$ cat config.mk
export PLATFORM = sky130hd
export DESIGN_NAME = imqp_port
export DESIGN_NICKNAME = d
export VERILOG_FILES = /design/src/imqp_pkg.sv /design/src/imqp_port.sv /design/src/imqp_buf2.sv
export SDC_FILE = /design/constraint.sdc
export NUM_CORES = 1
export LEC_CHECK = 0
export BUFFER_PORTS_ARGS = -buffer_cell sky130_fd_sc_hd__buf_4
export CAP_MARGIN = 20
export CORE_ASPECT_RATIO = 0.75
export CORE_UTILIZATION = 25
export DETAILED_ROUTE_END_ITERATION = 10
export PLACE_DENSITY_LB_ADDON = 0.3
export SLEW_MARGIN = 40
export SYNTH_ARGS = -nofsm -noshare
export SYNTH_HDL_FRONTEND = slang
export SYNTH_HIERARCHICAL = 1
export SYNTH_SLANG_ARGS = --single-unit
$ cat constraint.sdc
create_clock -name clk_sys -period 5.5 [get_ports clk_sys]
set_input_delay 1.1 -clock clk_sys [delete_from_list [all_inputs] [get_ports clk_sys]]
set_output_delay 1.1 -clock clk_sys [all_outputs]
set_load 0.02 [all_outputs]
$ cat src/imqp_pkg.sv
/*
  Package for the message-queue register port: register offsets, field
  positions, reset values and the all-ones empty answer.
  Assumes nothing beyond a SystemVerilog compiler.
*/
`default_nettype none
package imqp_pkg;
  localparam logic [11:0] OFF_OP_STATUS = 12'h030;
  localparam logic [11:0] OFF_OP_MASK   = 12'h034;
  localparam logic [11:0] OFF_INQ       = 12'h040;
  localparam logic [11:0] OFF_OUTQ      = 12'h044;
  localparam int          BIT_OP_SR     = 3;
  localparam int          BIT_OUTPOST_IRQ_MASK     = 3;
  localparam logic        RST_OUTPOST_IRQ_MASK     = 1'h1;
  localparam logic [31:0] EMPTY_WORD    = 32'hffffffff;
  localparam logic [31:0] RST_WORD      = 32'h00000000;
  localparam logic [1:0]  LIST_IN_POST  = 2'h0;
  localparam logic [1:0]  LIST_IN_FREE  = 2'h1;
  localparam logic [1:0]  LIST_OUT_POST = 2'h2;
  localparam logic [1:0]  LIST_OUT_FREE = 2'h3;
endpackage
`default_nettype wire

$ cat src/imqp_port.sv
/*
  Message-queue register port: host register writes to the two queue
  registers become local-bus writes to post lists; nothing fills the free lists, so queue register reads answer all ones.
  Assumes a simple synchronous host register port and a local memory port
  with a request/acknowledge handshake; list placement given as inputs.
*/
`default_nettype none
//////////////////////////////////////////////////////////////////////////////
module imqp_port #(
  parameter int AW    = 32,
  parameter int DEPTH = 16
) (
  // clock and reset
  input  wire logic          clk_sys,
  input  wire logic          arst_n,
  // host register port
  input  wire logic          reg_sel,
  input  wire logic          reg_wr,
  input  wire logic [11:0]   reg_addr,
  input  wire logic [31:0]   reg_wdata,
  output logic               reg_done,
  output logic               reg_retry,
  output logic [31:0]        reg_rdata,
  // list placement
  input  wire logic [AW-1:0] in_post_base,
  input  wire logic [AW-1:0] in_free_base,
  input  wire logic [AW-1:0] out_post_base,
  input  wire logic [AW-1:0] out_free_base,
  // local memory port
  output logic               mem_req,
  output logic               mem_wr,
  output logic [AW-1:0]      mem_addr,
  output logic [31:0]        mem_wdata,
  input  wire logic          mem_ack,
  input  wire logic [31:0]   mem_rdata,
  // interrupt
  output logic               outpost_irq
);
  localparam int PW = $clog2(DEPTH);
  typedef enum logic [1:0] {
    IMQP_IDLE = 2'b00,
    IMQP_WR   = 2'b01,
    IMQP_RD   = 2'b10
  } imqp_state_t;

  imqp_state_t   state;
  logic [PW-1:0] ptr [4];
  logic [PW:0]   fill [4];
  logic          outpost_irq_mask;
  logic          pend_in;
  logic          pend_out;
  logic          rd_list_out;
  logic          is_inq;
  logic          is_outq;
  logic          hit_pend;
  logic          buf_in_ready;
  logic          buf_valid;
  logic [32:0]   buf_data;
  logic          next_buf_valid;
  logic          wr_done;
  logic [1:0]    wr_list;
  logic          outpost_service_request;

  assign is_inq   = reg_sel && (reg_addr == imqp_pkg::OFF_INQ);
  assign is_outq  = reg_sel && (reg_addr == imqp_pkg::OFF_OUTQ);
  assign hit_pend = (is_inq && pend_in) || (is_outq && pend_out);
  assign next_buf_valid = reg_sel && reg_wr && !hit_pend && !reg_retry && !reg_done
                          && (is_inq || is_outq) && buf_in_ready;
  assign wr_done  = (state == IMQP_WR) && mem_ack;
  assign wr_list  = buf_data[32] ? imqp_pkg::LIST_OUT_POST : imqp_pkg::LIST_IN_POST;
  assign outpost_service_request = (fill[imqp_pkg::LIST_OUT_POST] != '0);

  imqp_buf2 #(.W(33)) u_buf (
    .clk_sys   (clk_sys),
    .arst_n    (arst_n),
    .in_valid  (next_buf_valid),
    .in_ready  (buf_in_ready),
    .in_data   ({is_outq, reg_wdata}),
    .out_valid (buf_valid),
    .out_ready (wr_done),
    .out_data  (buf_data)
  );

  //////////////////////////////////////////////////////////////////////////
  // pending flags per queue register
  always_ff @(posedge clk_sys or negedge arst_n)
  begin
    if (!arst_n)
    begin
      pend_in  <= 1'h0;
      pend_out <= 1'h0;
    end
    else
    begin
      // cleared when local write completes; new post wins
      if (wr_done && !buf_data[32])
        pend_in <= 1'h0;
      if (wr_done && buf_data[32])
        pend_out <= 1'h0;
      if (next_buf_valid && is_inq)
        pend_in <= 1'h1;
      if (next_buf_valid && is_outq)
        pend_out <= 1'h1;
    end
  end

  //////////////////////////////////////////////////////////////////////////
  // local memory sequencer
  always_ff @(posedge clk_sys or negedge arst_n)
  begin
    if (!arst_n)
    begin
      state       <= IMQP_IDLE;
      mem_req     <= 1'h0;
      mem_wr      <= 1'h0;
      mem_addr    <= '0;
      mem_wdata   <= imqp_pkg::RST_WORD;
      rd_list_out <= 1'h0;
    end
    else
    begin
      unique case (state)
        IMQP_IDLE:
        begin
          if (buf_valid)
          begin
            // write word at post list top
            state     <= IMQP_WR;
            mem_req   <= 1'h1;
            mem_wr    <= 1'h1;
            mem_wdata <= buf_data[31:0];
            mem_addr  <= (buf_data[32] ? out_post_base : in_post_base)
                         + AW'({ptr[wr_list], 2'h0});
          end
          else if (reg_sel && !reg_wr && !reg_done && !reg_retry && !hit_pend
                   && (is_inq || is_outq)
                   && fill[is_outq ? imqp_pkg::LIST_OUT_FREE : imqp_pkg::LIST_IN_FREE] != '0)
          begin
            state       <= IMQP_RD;
            mem_req     <= 1'h1;
            mem_wr      <= 1'h0;
            rd_list_out <= is_outq;
            mem_addr    <= (is_outq ? out_free_base : in_free_base)
                           + AW'({ptr[is_outq ? imqp_pkg::LIST_OUT_FREE
                                              : imqp_pkg::LIST_IN_FREE], 2'h0});
          end
        end
        IMQP_WR, IMQP_RD:
        begin
          if (mem_ack)
          begin
            state   <= IMQP_IDLE;
            mem_req <= 1'h0;
            mem_wr  <= 1'h0;
          end
        end
        default:
          state <= IMQP_IDLE;
      endcase
    end
  end

  //////////////////////////////////////////////////////////////////////////
  // list pointers and occupancy
  always_ff @(posedge clk_sys or negedge arst_n)
  begin
    if (!arst_n)
    begin
      for (int i = 0; i < 4; i++)
      begin
        ptr[i]  <= '0;
        fill[i] <= '0;
      end
    end
    else
    begin
      // advance top after write, wraps at list depth
      if (wr_done)
      begin
        ptr[wr_list] <= ptr[wr_list] + PW'(1);
        if (fill[wr_list] != (PW+1)'(DEPTH))
          fill[wr_list] <= fill[wr_list] + (PW+1)'(1);
      end
      if ((state == IMQP_RD) && mem_ack)
      begin
        ptr[{rd_list_out, 1'h1}]  <= ptr[{rd_list_out, 1'h1}] + PW'(1);
        fill[{rd_list_out, 1'h1}] <= fill[{rd_list_out, 1'h1}] - (PW+1)'(1);
      end
    end
  end

  //////////////////////////////////////////////////////////////////////////
  // host register answers
  always_ff @(posedge clk_sys or negedge arst_n)
  begin
    if (!arst_n)
    begin
      reg_done  <= 1'h0;
      reg_retry <= 1'h0;
      reg_rdata <= imqp_pkg::RST_WORD;
    end
    else
    begin
      reg_done  <= 1'h0;
      reg_retry <= 1'h0;
      reg_rdata <= imqp_pkg::RST_WORD;
      if (reg_sel && !reg_done && !reg_retry)
      begin
        if ((is_inq || is_outq) && (hit_pend || (reg_wr && !buf_in_ready)))
          reg_retry <= 1'h1;
        else if ((is_inq || is_outq) && reg_wr)
          reg_done <= 1'h1;
        else if (is_inq || is_outq)
        begin
          if (fill[is_outq ? imqp_pkg::LIST_OUT_FREE : imqp_pkg::LIST_IN_FREE] == '0)
          begin
            // empty free list reads all ones
            reg_done  <= 1'h1;
            reg_rdata <= imqp_pkg::EMPTY_WORD;
          end
          else if ((state == IMQP_RD) && mem_ack)
          begin
            reg_done  <= 1'h1;
            reg_rdata <= mem_rdata;
          end
        end
        else
        begin
          reg_done <= 1'h1;
          if (reg_addr == imqp_pkg::OFF_OP_STATUS)
            reg_rdata[imqp_pkg::BIT_OP_SR] <= outpost_service_request;
          else if (reg_addr == imqp_pkg::OFF_OP_MASK)
            reg_rdata[imqp_pkg::BIT_OUTPOST_IRQ_MASK] <= outpost_irq_mask;
        end
      end
    end
  end

  //////////////////////////////////////////////////////////////////////////
  // interrupt mask and request
  always_ff @(posedge clk_sys or negedge arst_n)
  begin
    if (!arst_n)
    begin
      outpost_irq_mask <= imqp_pkg::RST_OUTPOST_IRQ_MASK;
      outpost_irq      <= 1'h0;
    end
    else
    begin
      if (reg_sel && reg_wr && !reg_done && reg_addr == imqp_pkg::OFF_OP_MASK)
        outpost_irq_mask <= reg_wdata[imqp_pkg::BIT_OUTPOST_IRQ_MASK];
      outpost_irq <= outpost_service_request && !outpost_irq_mask;
    end
  end
endmodule
`default_nettype wire

$ cat src/imqp_buf2.sv
/*
  Two-entry valid/ready buffer carrying forwarded post writes.
  Assumes a single clock and an active-low asynchronous reset.
*/
`default_nettype none
module imqp_buf2 #(
  parameter int W = 32
) (
  // clock and reset
  input  wire logic         clk_sys,
  input  wire logic         arst_n,
  // fill side
  input  wire logic         in_valid,
  output logic              in_ready,
  input  wire logic [W-1:0] in_data,
  // drain side
  output logic              out_valid,
  input  wire logic         out_ready,
  output logic [W-1:0]      out_data
);
  logic [W-1:0] mem [2];
  logic         rd_ptr;
  logic         wr_ptr;
  logic [1:0]   count;
  logic         do_wr;
  logic         do_rd;

  assign in_ready  = (count != 2'h2);
  assign out_valid = (count != 2'h0);
  assign out_data  = mem[rd_ptr];
  assign do_wr     = in_valid && in_ready;
  assign do_rd     = out_valid && out_ready;

  always_ff @(posedge clk_sys or negedge arst_n)
  begin
    if (!arst_n)
    begin
      rd_ptr <= 1'h0;
      wr_ptr <= 1'h0;
      count  <= 2'h0;
    end
    else
    begin
      if (do_wr)
        wr_ptr <= ~wr_ptr;
      if (do_rd)
        rd_ptr <= ~rd_ptr;
      count <= count + {1'h0, do_wr} - {1'h0, do_rd};
    end
  end

  always_ff @(posedge clk_sys)
  begin
    if (do_wr)
      mem[wr_ptr] <= in_data;
  end
endmodule
`default_nettype wire

==> impl_metrics.yaml <==
global_route:
  grt_max_degree: 58
  antenna_found_initial: 0
  grt_use_total: 0.158
  grt_pass1_wl_mm: 57.6
  grt_pass1_vias: 9600
  grt-ovfl-total: 0
clocking:
  cts_tree: "built"
  numClockSinks: 213
  root_buffer: "clkbuf_16"
  clk_latency_ns: 0.52
  postCtsSetupBuffers: 0
  clkSlewWorstSetupHoldPaths_ns: 0.06
  clk_path_buf_depth: 3
  cts_hold_buf: 0
  htreeDepth: 1
  cts_buffers: 25
  cts-resized-gates: 0
sta:
  post-route-min-period_ns: 4.35
  hold_violations: 0
  finClkSkew_ns: 0.0175
  drv_slew: 0
  hold-worst-slack_ns: 0.466
  relSlewSlack: 0.457
  period_share: 0.791
  rsz0062_at_grt: "false"
  tightestPinTransition_ns: 0.812
  fmax_ghz: 0.230
  setup_viol: 0
  tns_ns: 0
yosys:
  ys_seq_area_frac: 0.495
  syn-num-nets: 1343
  avgSynthCellArea_sq_um: 10.3
  async_flop_share: 0.690
  synth_ff_type: "dfrtp_1"
  synth_seq_cells: 213
  syn_inst: 1114
  synth_cell_types: 69
  syn_area_sq_um: 11400
  synth_warnings: 6
  synth_edf_count: 66
route:
  drt_iter0_drc: 694
  wl_mm: 37.3
  drc: 0
  dr.pass1.iters: 5
  avgViaCountPerCell: 4.71
  detail_route.wl_per_cell_um: 18.5
  antenna_left: 0
  dr_total_vias: 9489
critical_path:
  cpPeakStageDelay_ns: 0.53
  path_common_cell: "nand2_1"
  required_ns: 5.88
  critical_path_class: "in -> reg"
  cp_top_family: "simple AND/OR/NAND/NOR gates"
  slowest_stage: "or4_4"
  endpoint_kind: "flip-flop"
  path_cells: "buf_4 -> nor4_4 -> nand2_1 -> nor2_1 -> and2_1 -> nand2_1 -> nand2_1 -> ha_1 -> fa_1 -> a21o_1 -> a21oi_1 -> buf_4 -> or4_4 -> and2_4 -> or4_1 -> nand2_1 -> o31ai_1"
  critPathBufInv: 2
  worstPathArrival_ns: 4.73
  cp-start-kind: "input port"
  critPathMaxFanout: 9
layout:
  final_core_util: 0.338
  layout_common_cells: "324 x buf_4, 238 x nand2_1, 145 x dfrtp_1, 66 x edfxtp_1, 60 x mux2i_1"
  diodes: 0
  fin_cells: 2016
  final_common_cell: "buf_4"
  fin_nets: 1641
  area_delta_synth_final_pct: 32.9
  drive_above_1_share: 0.308
pwr:
  clkPwrFrac: 0.411
  pwr-share-comb: 0.136
  ir_drop_mv: 0.144
  switchingPower_uw: 952
  p_leak_uw: 0.00684
  power_switching_share: 0.251
  p_int_uw: 2840
  seqPwrFrac: 0.453
  powerDensity_nw_per_um2: 250
status:
  outcome: "finished clean"
floorplanning:
  dieArea_sq_um: 46600
  pin_count: 310
  fp.coreArea_sq_um: 44900
  dieHeight_um: 187
  rows: 67
  fp.dieW_um: 249
  initial_core_util: 0.255
job:
  cap_violations: 0
placed_design:
  port-buffer-count: 309
  place_inst: 1971
  gp_congestion: 0.892
  dp_hpwl_mm: 28.2
hold_path:
  min-delay-path-class: "reg -> reg"
[sequential cells by signal (all words and copies together), names as in the netlist, 2 cells and up]
| name | count |
|---|---|
| mem_addr | 32 |
| state | 2 |
| reg_rdata | 32 |
| u_buf/mem | 66 |
| mem_wdata | 32 |
| fill | 20 |
| ptr | 16 |
| u_buf/count | 2 |
[cells by family after synthesis]
| kind of cell | after synthesis | synth area share |
|---|---|---|
| adder cells (fa/ha/maj) | 20 | 0.0232 |
| XOR/XNOR | 77 | 0.0590 |
| multiplexers | 121 | 0.122 |
| AND/OR/NAND/NOR | 434 | 0.178 |
| buffers and inverters | 75 | 0.0293 |
| AO/OA/AOI/OAI | 174 | 0.0933 |
| flip-flops | 213 | 0.495 |
[through the flow]
step           power (uW)  worst slack, ns  instance area [sq um]
6_report             3790             1.15                  15200
5_1_grt              3970            0.937                  15200
3_3_place_gp         2250            0.741                  14400
2_1_floorplan        1960             1.03                  11400
3_5_place_dp         2260            0.639                  14400
4_1_cts              3860             1.18                  15200
[power groups by stage]
stage                     Combinational, uW  Clock (uW)  Sequential (uW)
final                                   516        1560             1720
after global routing                    560        1680             1720
after CTS                               519        1620             1720
after detailed placement                517           0             1750
after global placement                  511           0             1740
after floorplan                         173           0             1780
[routing by layer]
metal | GRT usage | part of all wire | vias up
li1 | - | - | 4539
met1 | 0.234 | 0.49 | 4634
met2 | 0.231 | 0.43 | 276
met3 | 0.0367 | 0.063 | 40
met4 | 0.0366 | 0.020 | 0
met5 | 0 | 0 | -
[area by class of cell]
cell class / instances / area (sq um)
sequential: 213 / 5660
inverter: 20 / 75.1
fill: 4618 / 29700
tap: 586 / 733
clock inverter: 4 / 48.8
clock buffer: 41 / 706
multi-input combinational: 826 / 5500
timing repair buffer: 326 / 2470
[cells in the mapped netlist, types with 5 or more instances]
cell type | count | area, sq um
buf_6 | 5 | 56.3
dfrtp_1 | 146 | 3650
mux2i_1 | 61 | 611
mux2_4 | 29 | 435
nand2_1 | 239 | 897
nand4_1 | 19 | 119
ha_1 | 18 | 225
nor2b_1 | 5 | 31.3
inv_1 | 19 | 71.3
nor3_1 | 10 | 50.1
o211ai_1 | 9 | 67.6
o21ai_0 | 46 | 230
nor2_1 | 51 | 191
a21oi_1 | 57 | 285
xnor2_1 | 40 | 350
or4_1 | 5 | 37.5
buf_2 | 13 | 65.1
clkbuf_1 | 26 | 97.6
and3_1 | 17 | 106
a31oi_1 | 11 | 68.8
nand3_1 | 40 | 200
mux2_2 | 31 | 349
a22oi_1 | 6 | 45.0
xor2_1 | 37 | 324
a211oi_1 | 5 | 37.5
and2_1 | 11 | 68.8
buf_1 | 11 | 41.3
nand2b_1 | 6 | 37.5
o22ai_1 | 6 | 37.5
edfxtp_1 | 66 | 1980
[path summary, 6_finish.rpt]
check / depth (start not counted) / from / slack, ns / to
max: 17 / reg_addr[9] / 1.15 / mem_addr[28]$_DFFE_PN0P_
min: 1 / ptr[4]$_DFFE_PN0P_ / 0.47 / ptr[4]$_DFFE_PN0P_
max reg2reg: 9 / u_buf/rd_ptr$_DFFE_PN0P_ / 1.53 / mem_addr[14]$_DFFE_PN0P_
min reg2reg: 1 / ptr[4]$_DFFE_PN0P_ / 0.47 / ptr[4]$_DFFE_PN0P_
max in group asynchronous: 2 / arst_n / 3.85 / reg_rdata[27]$_DFF_PN0_
min in group asynchronous: 1 / arst_n / 0.54 / ptr[2]$_DFFE_PN0P_
Power figures use the tool's default switching activity.
